File: config.mk
export PLATFORM = sky130hd
export DESIGN_NAME = cscl_counter_latch
export DESIGN_NICKNAME = d
export VERILOG_FILES = /design/src/rtl/cscl_pkg.sv /design/src/rtl/cscl_counter_latch.sv
export SDC_FILE = /design/constraint.sdc
export NUM_CORES = 1
export LEC_CHECK = 0
export ABC_AREA = 1
export BUFFER_PORTS_ARGS = -buffer_cell sky130_fd_sc_hd__buf_2
export CAP_MARGIN = 20
export CELL_PAD_IN_SITES_DETAIL_PLACEMENT = 1
export CELL_PAD_IN_SITES_GLOBAL_PLACEMENT = 2
export CORE_MARGIN = 2
export CORE_UTILIZATION = 35
export DETAILED_ROUTE_END_ITERATION = 10
export PLACE_DENSITY_LB_ADDON = 0.05
export SETUP_SLACK_MARGIN = 0.3
export SLEW_MARGIN = 20
export SYNTH_ARGS = -nofsm -noshare
export SYNTH_HDL_FRONTEND = slang
export SYNTH_SLANG_ARGS = --single-unit
File: constraint.sdc
create_clock -name clk_i -period 4.8 [get_ports clk_i]
set_clock_uncertainty 0.15 [all_clocks]
set_input_delay 0.48 -clock clk_i [delete_from_list [all_inputs] [get_ports clk_i]]
set_output_delay 0.48 -clock clk_i [all_outputs]
set_load 0.02 [all_outputs]
File: src/rtl/cscl_pkg.sv
// package for the cell statistics counter latch block
// shared by the register bank and the verification side
package cscl_pkg;

  // register indices; byte address is four times the index
  localparam logic [7:0] CSCL_IDX_TRIGGER = 8'h00;
  localparam logic [7:0] CSCL_IDX_STATUS = 8'h30;
  localparam logic [7:0] CSCL_IDX_VALID = 8'h31;
  localparam logic [7:0] CSCL_IDX_ERRORED = 8'h32;
  localparam logic [7:0] CSCL_IDX_BADHDR = 8'h33;
  localparam logic [7:0] CSCL_IDX_DISCARD = 8'h34;
  localparam logic [7:0] CSCL_IDX_CONFIG = 8'h40;
  localparam logic [7:0] CSCL_IDX_IRQ_STATUS = 8'h41;
  localparam logic [7:0] CSCL_IDX_IRQ_MASK = 8'h42;

  // status register bit positions
  localparam int CSCL_ST_OVERRUN = 0;
  localparam int CSCL_ST_TRANSFER_DONE = 1;
  localparam int CSCL_ST_VALID_NZ = 2;
  localparam int CSCL_ST_ERR_NZ = 3;
  localparam int CSCL_ST_BAD_NZ = 4;
  localparam int CSCL_ST_DISC_NZ = 5;

  // configuration bit positions
  localparam int CSCL_CFG_UNDEF_VALID = 0;
  localparam int CSCL_CFG_PTI_INVALID = 1;
  localparam logic [1:0] CSCL_CFG_RESET = 2'h0;

  // interrupt bit positions
  localparam int CSCL_IRQ_TRANSFER_DONE = 0;

  localparam int CSCL_CNT_W = 16;
  localparam logic [15:0] CSCL_CNT_ZERO = 16'h0000;
  localparam logic [15:0] CSCL_CNT_ONE = 16'h0001;

  // events from the cell pipeline, one-cycle pulses
  typedef struct packed {
    logic maint_crc_ok;
    logic maint_crc_bad;
    logic maint_type_undef;
    logic hdr_unprov;
    logic hdr_pti_undef;
    logic cell_discard;
  } cscl_event_t;

  typedef enum logic [1:0] {
    CSCL_IDLE,
    CSCL_ACK
  } cscl_bus_state_t;

endpackage

File: src/rtl/cscl_counter_latch.sv
// cell statistics counter latch: accumulators, holding registers, status, interrupt
// assumes a classic wishbone master on clk_i and event pulses synchronous to clk_i
//
// Added by the designer: register access over Wishbone.
`timescale 1ns/1ps
`default_nettype none

module cscl_counter_latch
  import cscl_pkg::*;
(
  // clock and reset
  input wire logic clk_i,
  input wire logic rst_i,
  // wishbone slave
  input wire logic wb_cyc_i,
  input wire logic wb_stb_i,
  input wire logic wb_we_i,
  input wire logic [7:0] wb_adr_i,
  input wire logic [3:0] wb_sel_i,
  input wire logic [31:0] wb_dat_i,
  output logic [31:0] wb_dat_o,
  output logic wb_ack_o,
  // cell pipeline events and congestion-driven discard
  input wire cscl_pkg::cscl_event_t events_i,
  input wire logic backpressure_discard_in_i,
  // interrupt
  output logic irq_o
);
  import cscl_pkg::*;

  //////////////////////////////////////////////////////////////////////////////
  // event classification
  // software must trigger often enough that sixteen bits do not roll over;
  // the bank gives no warning when an accumulator wraps, it just restarts

  logic count_undefined_type_as_valid;
  logic count_pti_as_invalid;
  logic [3:0] inc;

  // events arrive from same-clock logic, so no synchroniser here; a
  // synchroniser would also skew an event against the congestion level
  // that qualifies it, and the discard count would then drift
  // each cell raises at most one crc flag; the type flag only qualifies a
  // good-crc maintenance cell, so a bad-crc cell is never counted twice
  always_comb
  begin
    inc[0] = events_i.maint_crc_ok &
      (!events_i.maint_type_undef | count_undefined_type_as_valid);
    inc[1] = events_i.maint_crc_bad |
      (events_i.maint_crc_ok & events_i.maint_type_undef &
       !count_undefined_type_as_valid);
    inc[2] = events_i.hdr_unprov | (events_i.hdr_pti_undef & count_pti_as_invalid);
    inc[3] = events_i.cell_discard & backpressure_discard_in_i;
  end

  //////////////////////////////////////////////////////////////////////////////
  // bus decode

  cscl_bus_state_t bus_state;
  cscl_bus_state_t next_bus_state;
  logic req;
  logic wr;
  logic rd;
  logic trigger;
  logic status_read;

  // a request is taken only while idle; in the ack cycle the master still
  // holds cyc and stb, and taking it again would answer one access twice
  assign req = wb_cyc_i & wb_stb_i & (bus_state == CSCL_IDLE);
  assign wr = req & wb_we_i;
  assign rd = req & !wb_we_i;
  // only the address matters, the data is dropped; sel is ignored too so a
  // byte-wide master can still fire a transfer with any lane enabled
  // writes to the read-only count locations land here and nowhere else
  assign trigger = wr & ((wb_adr_i == CSCL_IDX_TRIGGER) |
    ((wb_adr_i >= CSCL_IDX_VALID) & (wb_adr_i <= CSCL_IDX_DISCARD)));
  assign status_read = rd & (wb_adr_i == CSCL_IDX_STATUS);

  // one ack per request, then a forced idle cycle so a held stb is not taken twice
  // the cost is one dead cycle between back-to-back accesses, which a
  // statistics bank read now and then can well afford
  always_comb
  begin
    case (bus_state)
      CSCL_IDLE: next_bus_state = req ? CSCL_ACK : CSCL_IDLE;
      CSCL_ACK: next_bus_state = CSCL_IDLE;
      default: next_bus_state = CSCL_IDLE;
    endcase
  end

  //////////////////////////////////////////////////////////////////////////////
  // accumulators and holding registers

  // one accumulator and one holding register per count kind
  localparam int CSCL_N_CNT = 4;

  logic [CSCL_CNT_W-1:0] acc [CSCL_N_CNT];
  logic [CSCL_CNT_W-1:0] next_acc [CSCL_N_CNT];
  logic [CSCL_CNT_W-1:0] held [CSCL_N_CNT];
  logic [CSCL_CNT_W-1:0] next_held [CSCL_N_CNT];

  // transfer happens at the edge that takes the write: one cycle, inside three
  // snapshot and restart share one edge, so there is no window in which an
  // event could fall between the copy and the clear; an event in that very
  // cycle is the first of the new accumulation rather than the last of the old
  // a full accumulator rolls over silently; software that triggers less often
  // than the fastest event rate allows will see a short count
  genvar g;
  generate
    for (g = 0; g < CSCL_N_CNT; g++)
    begin : g_cnt
      always_comb
      begin
        next_held[g] = held[g];
        next_acc[g] = acc[g] + (inc[g] ? CSCL_CNT_ONE : CSCL_CNT_ZERO);
        if (trigger)
        begin
          next_held[g] = acc[g];
          // event in the latch cycle starts the new accumulation
          next_acc[g] = inc[g] ? CSCL_CNT_ONE : CSCL_CNT_ZERO;
        end
      end
    end
  endgenerate

  //////////////////////////////////////////////////////////////////////////////
  // status, config and interrupt

  logic transfer_done;
  logic holding_overrun;
  logic next_transfer_done;
  logic next_holding_overrun;
  logic [1:0] cfg;
  logic [1:0] next_cfg;
  logic counter_transfer_irq_flag;
  logic next_irq_flag;
  logic irq_mask;
  logic next_irq_mask;
  logic [5:0] status_word;

  assign count_undefined_type_as_valid = cfg[CSCL_CFG_UNDEF_VALID];
  assign count_pti_as_invalid = cfg[CSCL_CFG_PTI_INVALID];

  // non-zero flags follow the held values, so they describe the snapshot
  // software is about to read, not the counts still climbing behind it

  always_comb
  begin
    status_word = '0;
    status_word[CSCL_ST_OVERRUN] = holding_overrun;
    status_word[CSCL_ST_TRANSFER_DONE] = transfer_done;
    status_word[CSCL_ST_VALID_NZ] = held[0] != CSCL_CNT_ZERO;
    status_word[CSCL_ST_ERR_NZ] = held[1] != CSCL_CNT_ZERO;
    status_word[CSCL_ST_BAD_NZ] = held[2] != CSCL_CNT_ZERO;
    status_word[CSCL_ST_DISC_NZ] = held[3] != CSCL_CNT_ZERO;
  end

  // a trigger and a status read cannot share a cycle (one request per access),
  // yet set is still written last so it would win
  always_comb
  begin
    next_transfer_done = transfer_done;
    next_holding_overrun = holding_overrun;
    next_irq_flag = counter_transfer_irq_flag;
    next_cfg = cfg;
    next_irq_mask = irq_mask;
    if (status_read)
    begin
      next_transfer_done = 1'b0;
      next_holding_overrun = 1'b0;
    end
    // config, mask and interrupt clear are narrow fields in byte lane 0,
    // so only that lane's enable gates them
    if (wr && wb_adr_i == CSCL_IDX_CONFIG && wb_sel_i[0])
      next_cfg = wb_dat_i[1:0];
    if (wr && wb_adr_i == CSCL_IDX_IRQ_MASK && wb_sel_i[0])
      next_irq_mask = wb_dat_i[CSCL_IRQ_TRANSFER_DONE];
    if (wr && wb_adr_i == CSCL_IDX_IRQ_STATUS && wb_sel_i[0] && wb_dat_i[CSCL_IRQ_TRANSFER_DONE])
      next_irq_flag = 1'b0;
    if (trigger)
    begin
      next_transfer_done = 1'b1;
      next_irq_flag = 1'b1;
      // a second transfer before software acknowledged the first: the old
      // snapshot is gone, so flag it for software to discard its view
      if (transfer_done)
        next_holding_overrun = 1'b1;
    end
  end

  //////////////////////////////////////////////////////////////////////////////
  // read data

  // read map: status at 0x30, the four held counts at 0x31..0x34, config at
  // 0x40, interrupt flag at 0x41 and its mask at 0x42; the trigger index and
  // every unmapped index read as zero, and unused upper bits are always zero
  // reading a count does not disturb it; only the status read has a side effect
  logic [31:0] next_dat;

  always_comb
  begin
    next_dat = '0;
    if (rd)
    begin
      case (wb_adr_i)
        CSCL_IDX_STATUS: next_dat[5:0] = status_word;
        CSCL_IDX_VALID: next_dat[15:0] = held[0];
        CSCL_IDX_ERRORED: next_dat[15:0] = held[1];
        CSCL_IDX_BADHDR: next_dat[15:0] = held[2];
        CSCL_IDX_DISCARD: next_dat[15:0] = held[3];
        CSCL_IDX_CONFIG: next_dat[1:0] = cfg;
        CSCL_IDX_IRQ_STATUS: next_dat[CSCL_IRQ_TRANSFER_DONE] = counter_transfer_irq_flag;
        CSCL_IDX_IRQ_MASK: next_dat[CSCL_IRQ_TRANSFER_DONE] = irq_mask;
        default: next_dat = '0;
      endcase
    end
  end

  //////////////////////////////////////////////////////////////////////////////
  // registers
  // every group of state is registered on its own; all share the one
  // synchronous reset, so the whole bank leaves reset on the same edge

  // bus handshake: the ack flop is the only timing the master relies on
  always_ff @(posedge clk_i)
  begin
    if (rst_i)
    begin
      bus_state <= CSCL_IDLE;
      wb_ack_o <= 1'b0;
    end
    else
    begin
      bus_state <= next_bus_state;
      wb_ack_o <= req;
    end
  end

  // read data comes straight from a flop and is zero outside the ack cycle
  always_ff @(posedge clk_i)
  begin
    if (rst_i)
    begin
      wb_dat_o <= '0;
    end
    else
    begin
      wb_dat_o <= next_dat;
    end
  end

  // accumulators and holding registers
  always_ff @(posedge clk_i)
  begin
    if (rst_i)
    begin
      for (int i = 0; i < CSCL_N_CNT; i++)
      begin
        acc[i] <= CSCL_CNT_ZERO;
        held[i] <= CSCL_CNT_ZERO;
      end
    end
    else
    begin
      for (int i = 0; i < CSCL_N_CNT; i++)
      begin
        acc[i] <= next_acc[i];
        held[i] <= next_held[i];
      end
    end
  end

  // transfer status flags
  always_ff @(posedge clk_i)
  begin
    if (rst_i)
    begin
      transfer_done <= 1'b0;
      holding_overrun <= 1'b0;
    end
    else
    begin
      transfer_done <= next_transfer_done;
      holding_overrun <= next_holding_overrun;
    end
  end

  // configuration
  always_ff @(posedge clk_i)
  begin
    if (rst_i)
    begin
      cfg <= CSCL_CFG_RESET;
    end
    else
    begin
      cfg <= next_cfg;
    end
  end

  // interrupt flag, mask and output; the output uses the next values so it
  // rises on the same edge as the flag instead of one cycle behind it
  always_ff @(posedge clk_i)
  begin
    if (rst_i)
    begin
      counter_transfer_irq_flag <= 1'b0;
      irq_mask <= 1'b0;
      irq_o <= 1'b0;
    end
    else
    begin
      counter_transfer_irq_flag <= next_irq_flag;
      irq_mask <= next_irq_mask;
      irq_o <= next_irq_flag & next_irq_mask;
    end
  end

endmodule

`default_nettype wire

==> run summary, run 1 <==
R2R Path Start: cfg[0]
endpoints failing setup: 0
hold crit path type: in -> reg
share of cells above drive strength 1: 7.96%
worst setup path start: wb_adr_i[7]
Worst Path Required: 4.95 ns
GRT overflow: 0
Worst Setup End Kind: register
H-tree Lvls: 4
Yosys Warn Count: 0
CP startpoint kind: primary input
post-synth cell types: 28
CTS tree: built
clk buf depth: 2
synthesized instance count: 1128
Starting Density: 35.8%
IO Pins: 90
Initial DRC Count: 325
largest net degree at the start of global routing: 73
num rows: 53
VDD IR-drop max: 211 uV
worst path arrival time: 2.76 ns
Worst-Margin Slew: 0.774 ns
Clock Latency Late Sink: 0.43 ns
1st-pass router iterations: 4
clock sinks: 153
via count: 6884
Non-Filler Instances: 1431
Mapped Area: 7580 sq um
fin crit period: 2.61 ns
core area: 21200 sq um
die width: 151 microns
Post-CTS Setup Repair Bufs: 0
Fin. Hold Viols: 0
DR vias/cell: 4.81
Detail Placement HPWL: 15.5 mm
CTS buffer count: 17
Worst-path clk slew: 0.06 ns
crit path max fanout: 31
post-route ant nets: 0
hold buffer count at CTS: 0
critical setup path kind: in -> reg
leakage: 3.16 nW
die area: 22800 sq um
power density over cell area: 330 nW/um^2
crit share post-route: 54.3%
Root Buffer: clkbuf_16
Fill cells: 2765
RePlAce Congestion: 0.794
Cells after DPL: 1401
initial antenna violation count: 0
Final Slew Violations: 0
post-CTS resize count: 0
status: finished clean
GRT Total Usage: 19.9%
final wirelength: 21.3 mm
Setup TNS Final: 0 ns
sequential area share after synthesis: 40.4%
number of global-route vias before repair: 6823
Finished Core Util: 39.7%
die height: 151 microns
leading cell type in the layout, fill and taps excluded: nand2_1
Hold Crit Start: wb_dat_i[1]
global-route wire length before repair: 35.4 mm
Port Buffer Count: 40
worst hold margin: 0.156 ns
Placed Instance Area: 7810 sq um
#FFs+latches synth: 153
Max-Cap Viols: 0
nets: 1209
DRC: 0
ANT cells: 0
Max-Slew Margin vs Limit: 48.4%
drt wl/cell: 14.9 microns
post-route cell area: 8400 sq um
Avg Cell Area, Syn: 6.72 sq um
Max Freq: 384 MHz
area delta synth->final: 10.9%
RSZ-0062 raised after global routing: no
commonest cells after routing, fill and taps aside: nand2_1, nor2_1, dfxtp_1
## worst max-delay path, stage by stage
cell,delay [ns]
buf_2,0.10
inv_1,0.08
nand2_1,0.08
nor2_2,0.09
buf_4,0.28
nand2_2,0.26
nand3_4,0.16
nand2_1,0.10
nand2_2,0.56
buf_4,0.44
a21oi_1,0.08
## registers in the layout (all words and copies together), names as in the netlist
signal	count
acc	64
bus_state	1
cfg	2
counter_transfer_irq_flag	1
held	64
holding_overrun	1
irq_mask	1
irq_o	1
transfer_done	1
wb_ack_o	1
wb_dat_o	16
## final cells by class
type                       count  area [sq um]  area share (%)
clock buffer                  20           467            5.56
clock inverter                10           120            1.43
inverter                     140           526            6.26
multi-input combinational    786          3630            43.2
sequential                   153          3060            36.5
tap                          275           344            4.10
timing repair buffer          47           253            3.01
## per-stage QoR
stage                     total power, mW  worst slack (ns)
after floorplan                      1.42              2.89
after global placement               1.44              1.72
after detailed placement             1.44              1.68
after CTS                            2.82              2.13
after global routing                 2.90              1.94
final                                2.77              2.19
## routing by layer
layer / share of wire, % / vias up / wire, microns / global-route usage, %
met4: 0.94 / 0 / 201 / 4.63
met1: 51 / 3198 / 10800 / 27.5
li1: - / 3600 / - / -
met3: 2.8 / 12 / 595 / 3.92
met5: 0 / - / 0 / 0
met2: 46 / 74 / 9760 / 31.9
## synth_stat cells
cell	instances	area, sq um
xnor2_1	4	35.0
o21ai_1	3	15.0
inv_1	134	503
conb_1	1	3.75
nand2_2	3	18.8
nor2_2	4	25.0
a31oi_1	1	6.26
inv_2	5	18.8
nor2_1	197	739
nor3b_1	1	7.51
buf_1	4	15.0
clkbuf_1	7	26.3
nand3_2	1	10.0
dfxtp_1	153	3060
buf_4	18	135
nor3_1	19	95.1
o21ai_0	17	85.1
nand4_1	20	125
buf_2	22	110
nand3_1	135	676
nand2_1	217	815
o22ai_1	16	100
clkinv_1	1	3.75
nor2_4	1	11.3
xor2_1	19	166
a21oi_1	104	521
buf_6	13	146
ha_1	8	100
## power by group
part	internal, mW	leakage (nW)	switching (mW)
sequential	1.28	1.23	0.00570
combinational	0.0338	1.65	0.0943
clock	0.803	0.273	0.560
total	2.11	3.15	0.660
## cell families after synthesis
group | Yosys count | synth area share, %
xor+xnor | 23 | 2.66
compound gates | 141 | 9.60
simple gates | 598 | 33.3
flops | 153 | 40.4
fa+ha+maj | 8 | 1.32
other cells | 1 | 0.0495
buf+inv | 204 | 12.7
## worst paths after layout
path	cells after the start	slack, ns	endpoint
max	11	2.19	acc[0][13]
min	3	0.16	cfg[1]
max reg2reg	14	2.48	acc[1][12]
min reg2reg	2	0.32	acc[2][14]
No activity file was read; power rests on OpenSTA's default activity.
==> run 2: changes to the inputs <==
- CORE_UTILIZATION: 35 -> 32
- clock period: 4.8 -> 2.6 ns (I/O delays scaled with it)
==> run 2 against run 1 <==
Against the previous run: power grew 86%; utilization shrank 2.7 points; clock power rose by 85%; critical path type is now reg -> reg; sequential share of layout area fell by 1.0 points.
==> run summary, run 2 (synthesis gave the netlist of run 1 again) <==
Fill cells: 3000 (+8.5%)
cell family with most CP delay: simple AND/OR/NAND/NOR gates
die area: 24900 sq um (+9.1%)
Max stage delay cell, worst path: dfxtp_1
Worst Setup End Kind: register
worst hold margin: 0.0355 ns (-0.121 ns)
clk buf depth: 2 (unchanged)
Clock Latency Late Sink: 0.43 ns (about the same)
area delta synth->final: 14.1%
critical-path cell list: a21oi_1 > inv_1 > ha_1 > ha_1 > nand2_1 > nor2_1 > nand2_1 > nor2_1 > xor2_1 > nor2_1
crit share post-route: 79.2%
power density over cell area: 596 nW/um^2 (+80%)
Setup TNS Final: 0 ns (unchanged)
CTS tree: built
Max-Cap Viols: 0 (unchanged)
num rows: 56 (+5.7%)
share of cells above drive strength 1: 9.08% (+1.1 points)
nets: 1218 (+0.74%)
CTS buffer count: 17 (unchanged)
Largest regs: acc: 64 flops, held: 64 flops, wb_dat_o: 16 flops
commonest cells after routing, fill and taps aside: nand2_1, nor2_1, dfxtp_1
status: finished clean
leakage: 3.23 nW (+2.4%)
largest net degree at the start of global routing: 77 (+5.5%)
clock sinks: 153 (unchanged)
critical setup path kind: reg -> reg
Max stage delay on crit path: 0.36 ns (-0.20 ns)
CP startpoint kind: register
Fin. Hold Viols: 0 (unchanged)
die width: 158 microns (+4.5%)
Detail Placement HPWL: 16.2 mm (+4.8%)
core area: 23300 sq um (+10%)
Worst Path Required: 2.76 ns (-2.19 ns)
routing usage on met1: 25.0% (-2.6 points)
worst path arrival time: 2.22 ns (-0.54 ns)
crit path max fanout: 4 (-87%)
DR vias/cell: 4.65 (-3.4%)
IO Pins: 90 (unchanged)
Initial DRC Count: 285 (-12%)
H-tree Lvls: 4 (unchanged)
VDD IR-drop max: 345 uV (+64%)
gr busiest metal: met2
global-route wire length before repair: 35.7 mm (+0.95%)
final wirelength: 21.9 mm (+2.5%)
Final Slew Violations: 0 (unchanged)
Register Area: 3060 sq um (unchanged)
endpoints failing setup: 0 (unchanged)
GRT Total Usage: 18.2% (-1.7 points)
number of global-route vias before repair: 6881 (+0.85%)
RePlAce Congestion: 0.791 (-0.33%)
Overall Power: 5.15 mW (+86%)
GRT overflow: 0 (unchanged)
Port Buffer Count: 40 (unchanged)
1st-pass router iterations: 4 (unchanged)
Worst-Margin Slew: 0.688 ns (-0.0861 ns)
initial antenna violation count: 0 (unchanged)
Non-Filler Instances: 1486 (+3.8%)
leading cell type in the layout, fill and taps excluded: nand2_1
Max-Slew Margin vs Limit: 54.1% (+5.7 points)
Cells after DPL: 1451 (+3.6%)
post-route ant nets: 0 (unchanged)
die height: 158 microns (+4.5%)
Worst-path clk slew: 0.07 ns (about the same)
crit-path most repeated cell: nor2_1
DRC: 0 (unchanged)
via count: 6907 (+0.33%)
ANT cells: 0 (unchanged)
fin crit period: 2.06 ns
Root Buffer: clkbuf_16
met2 Usage GRT: 29.8% (-2.1 points)
Multi-input gate area: 3660 sq um (+1.0%)
hold crit path type: in -> reg
drt wl/cell: 14.7 microns (-1.3%)
Max Freq: 486 MHz
met3 Use GR: 2.66% (-1.3 points)
Starting Density: 32.5% (-3.3 points)
worst path bufs/invs: 1 (-3)
RSZ-0062 raised after global routing: no
## run 2: cell types whose count changed in the layout (fill, tap and decap cells not counted), moves of 2 or more
cell,change
ha_1,-3
clkinvlp_4,-4
nor2_1,-2
dlygate4sd3_1,+3
buf_12,+6
inv_6,+3
ha_2,+2
## run 2: worst min-delay path: cells and delay by family
family / cells / cell delay, ns
AOI/OAI and AO/OA: 1 / 0.04
buffers and inverters: 1 / 0.08
and+or+nand+nor: 3 / 0.19
## run 2: layer usage
metal,vias to the layer above,part of all wire [%]
met2,69,45
li1,3623,-
met3,24,2.3
met1,3191,51
met5,-,0
met4,0,1.4
## run 2: repair_timing
item,in CTS,in global routing
setup buffers,0,0
endpoints found under the setup margin,2,4
hold buffers,3,0
hold endpoints to repair,7,0
resized for setup,1,9
pin swaps,0,0
## run 2: area by class of cell
| cell class | instances | share of cell area, % |
|---|---|---|
| clock buffers | 22 | 5.60 |
| clock inverters | 10 | 1.23 |
| inverters | 140 | 6.08 |
| multi-input cells | 786 | 42.4 |
| flip-flops and latches | 153 | 35.4 |
| well taps | 319 | 4.62 |
| repair buffers | 56 | 4.66 |
## run 2: worst paths after layout
kind,from,depth (start not counted),slack (ns),endpoint
max,cfg[1],10,0.54,acc[2][10]
min,events_i[4],5,0.04,acc[1][0]
max reg2reg,cfg[1],10,0.54,acc[2][10]
min reg2reg,acc[0][13],2,0.31,acc[0][13]
## run 2: report_power, final
group | total [mW] | switching (mW) | internal, mW
registers | 2.37 | 0.0121 | 2.36
logic | 0.258 | 0.179 | 0.0789
clock network | 2.52 | 1.08 | 1.44
## run 2: through the flow
step | cell area (sq um) | util, % | worst slack (ns)
floorplan | 7630 | - | 0.822
global placement | 7990 | 34.2 | 0.330
detailed placement | 7990 | 34.2 | 0.265
CTS | 8610 | 36.9 | 0.308
global route | 8640 | 37.0 | 0.302
finish | 8640 | 37.0 | 0.541
==> run 3: changes to the inputs <==
- clock period: 2.6 -> 2.1 ns (I/O delays scaled with it)
==> run 3 against run 2 <==
Against the previous run: via count increased by 2.3%; utilization increased by 1.9 points; setup slack got worse by 0.27 ns; clock power increased by 21%; first-iteration DRC count increased by 26%; wire length increased by 3.3%; maximum frequency increased by 13%; combinational power increased by 38%; register-to-register slack got worse by 0.27 ns; sequential power increased by 24%; critical path type unchanged.
==> run summary, run 3 (synthesis gave the netlist of run 1 again) <==
Starting Density: 32.5% (unchanged)
status: finished clean
Fin. Hold Viols: 0 (unchanged)
nets: 1246 (+2.3%)
die area: 24900 sq um (unchanged)
power density over cell area: 698 nW/um^2 (+17%)
Non-Filler Instances: 1514 (+1.9%)
Worst Setup End Kind: register
Setup TNS Final: 0 ns (unchanged)
1st-pass router iterations: 4 (unchanged)
clk buf depth: 2 (unchanged)
Detail Placement HPWL: 16.4 mm (+1.0%)
Hold Crit Start: events_i[5]
DRC: 0 (unchanged)
IO Pins: 90 (unchanged)
Clock Latency Late Sink: 0.43 ns (about the same)
RePlAce Congestion: 0.785 (-0.75%)
worst path arrival time: 2.04 ns (-0.18 ns)
H-tree Lvls: 4 (unchanged)
global-route wire length before repair: 36.9 mm (+3.2%)
largest net degree at the start of global routing: 77 (unchanged)
r2r worst-path depth: 12 (+2)
leakage: 3.39 nW (+5.0%)
final wirelength: 22.6 mm (+3.3%)
die height: 158 microns (unchanged)
critical setup path kind: reg -> reg
Max-Cap Viols: 0 (unchanged)
VDD IR-drop max: 371 uV (+7.7%)
CTS tree: built
CP startpoint kind: register
crit path max fanout: 2 (-2)
num rows: 56 (unchanged)
Root Buffer: clkbuf_16
area delta synth->final: 19.8%
Fill cells: 2984 (-0.53%)
Largest regs: acc: 64 flops, held: 64 flops, wb_dat_o: 16 flops
crit share post-route: 86.9% (+7.8 points)
Worst-path clk slew: 0.06 ns (about the same)
Port Buffer Count: 40 (unchanged)
Final Slew Violations: 0 (unchanged)
core area: 23300 sq um (unchanged)
R2R Path Start: cfg[0]
Register Area: 3070 sq um (about the same)
RSZ-0062 raised after global routing: yes
Hold EP: acc[0][0]
initial antenna violation count: 0 (unchanged)
Hold Path Depth: 5 (unchanged)
clock sinks: 153 (unchanged)
CTS buffer count: 17 (unchanged)
leading cell type in the layout, fill and taps excluded: nand2_1
share of cells above drive strength 1: 13.9% (+4.8 points)
DR vias/cell: 4.67 (+0.44%)
endpoints failing setup: 0 (unchanged)
GRT overflow: 0 (unchanged)
post-route ant nets: 0 (unchanged)
Max-Slew Margin vs Limit: 65.9% (+12 points)
reg2reg end: acc[1][14]
GRT Total Usage: 18.9% (+0.68 points)
Max Freq: 548 MHz (+13%)
ANT cells: 0 (unchanged)
drt wl/cell: 14.9 microns (+1.4%)
Worst Path Required: 2.31 ns (-0.45 ns)
Worst-Margin Slew: 0.507 ns (-0.181 ns)
number of global-route vias before repair: 7013 (+1.9%)
Multi-input gate area: 3880 sq um (+5.9%)
die width: 158 microns (unchanged)
via count: 7068 (+2.3%)
commonest cells after routing, fill and taps aside: nand2_1, nor2_1, dfxtp_1
fin crit period: 1.83 ns (-0.233 ns)
Cells after DPL: 1467 (+1.1%)
register-to-register setup slack: 0.27 ns (-0.27 ns)
Initial DRC Count: 359 (+26%)
Overall Power: 6.34 mW (+23%)
hold crit path type: in -> reg
worst hold margin: 0.0674 ns (+0.0319 ns)
==> run 3: repair_timing <==
item | 4_1_cts | 5_1_grt
setup endpoints to repair | 26 | 44
pin swaps | 10 | 14
hold buffers | 8 | 0
setup buffers | 4 | 3
gates resized for setup | 37 | 32
hold endpoints to repair | 10 | 0
==> run 3: layer usage <==
layer | track usage, % | part of all wire (%)
met1 | 25.7 | 51
met4 | 4.59 | 0.83
met2 | 31.4 | 46
met5 | 0 | 0
met3 | 2.87 | 1.9
==> run 3: report_power, final <==
part	internal [mW]	switching [mW]
logic	0.122	0.235
clock network	1.73	1.31
registers	2.92	0.0194
total	4.78	1.56
==> run 3: critical path, cell delays in order, from the launching register on <==
cell,delay [ns]
dfxtp_2,0.33
inv_2,0.05
a31oi_4,0.18
inv_2,0.07
ha_4,0.19
ha_4,0.17
nand3_4,0.09
nor2_4,0.05
buf_4,0.13
buf_4,0.13
nand3_2,0.06
nand2_1,0.04
a21oi_1,0.13
==> run 3: worst max-delay path by stage <==
stage                     slack (ns)         end   start  cells past startpoint
final                           0.27  acc[1][14]  cfg[0]                     12
after global routing            0.18  acc[1][12]  cfg[0]                     14
after CTS                       0.26  acc[1][12]  cfg[0]                     14
after detailed placement       -0.02  acc[1][12]  cfg[0]                     13
after global placement          0.02  acc[1][12]  cfg[0]                     14
after floorplan                 0.32  acc[1][12]  cfg[0]                     14
==> run 3: layout make-up <==
type                       count  area share, %
multi-input combinational    786           42.7
sequential                   153           33.8
timing repair buffer          84           7.07
inverter                     140           5.79
clock buffer                  23           5.27
tap                          319           4.40
clock inverter                 9          0.992
==> run 3: metrics by stage <==
step | worst slack (ns) | util (%) | instance area, sq um
after floorplan | 0.322 | - | 7630
after global placement | 0.0161 | 34.8 | 8120
after detailed placement | -0.0157 | 34.8 | 8120
after CTS | 0.255 | 38.3 | 8940
after global routing | 0.182 | 38.9 | 9080
final | 0.274 | 38.9 | 9080
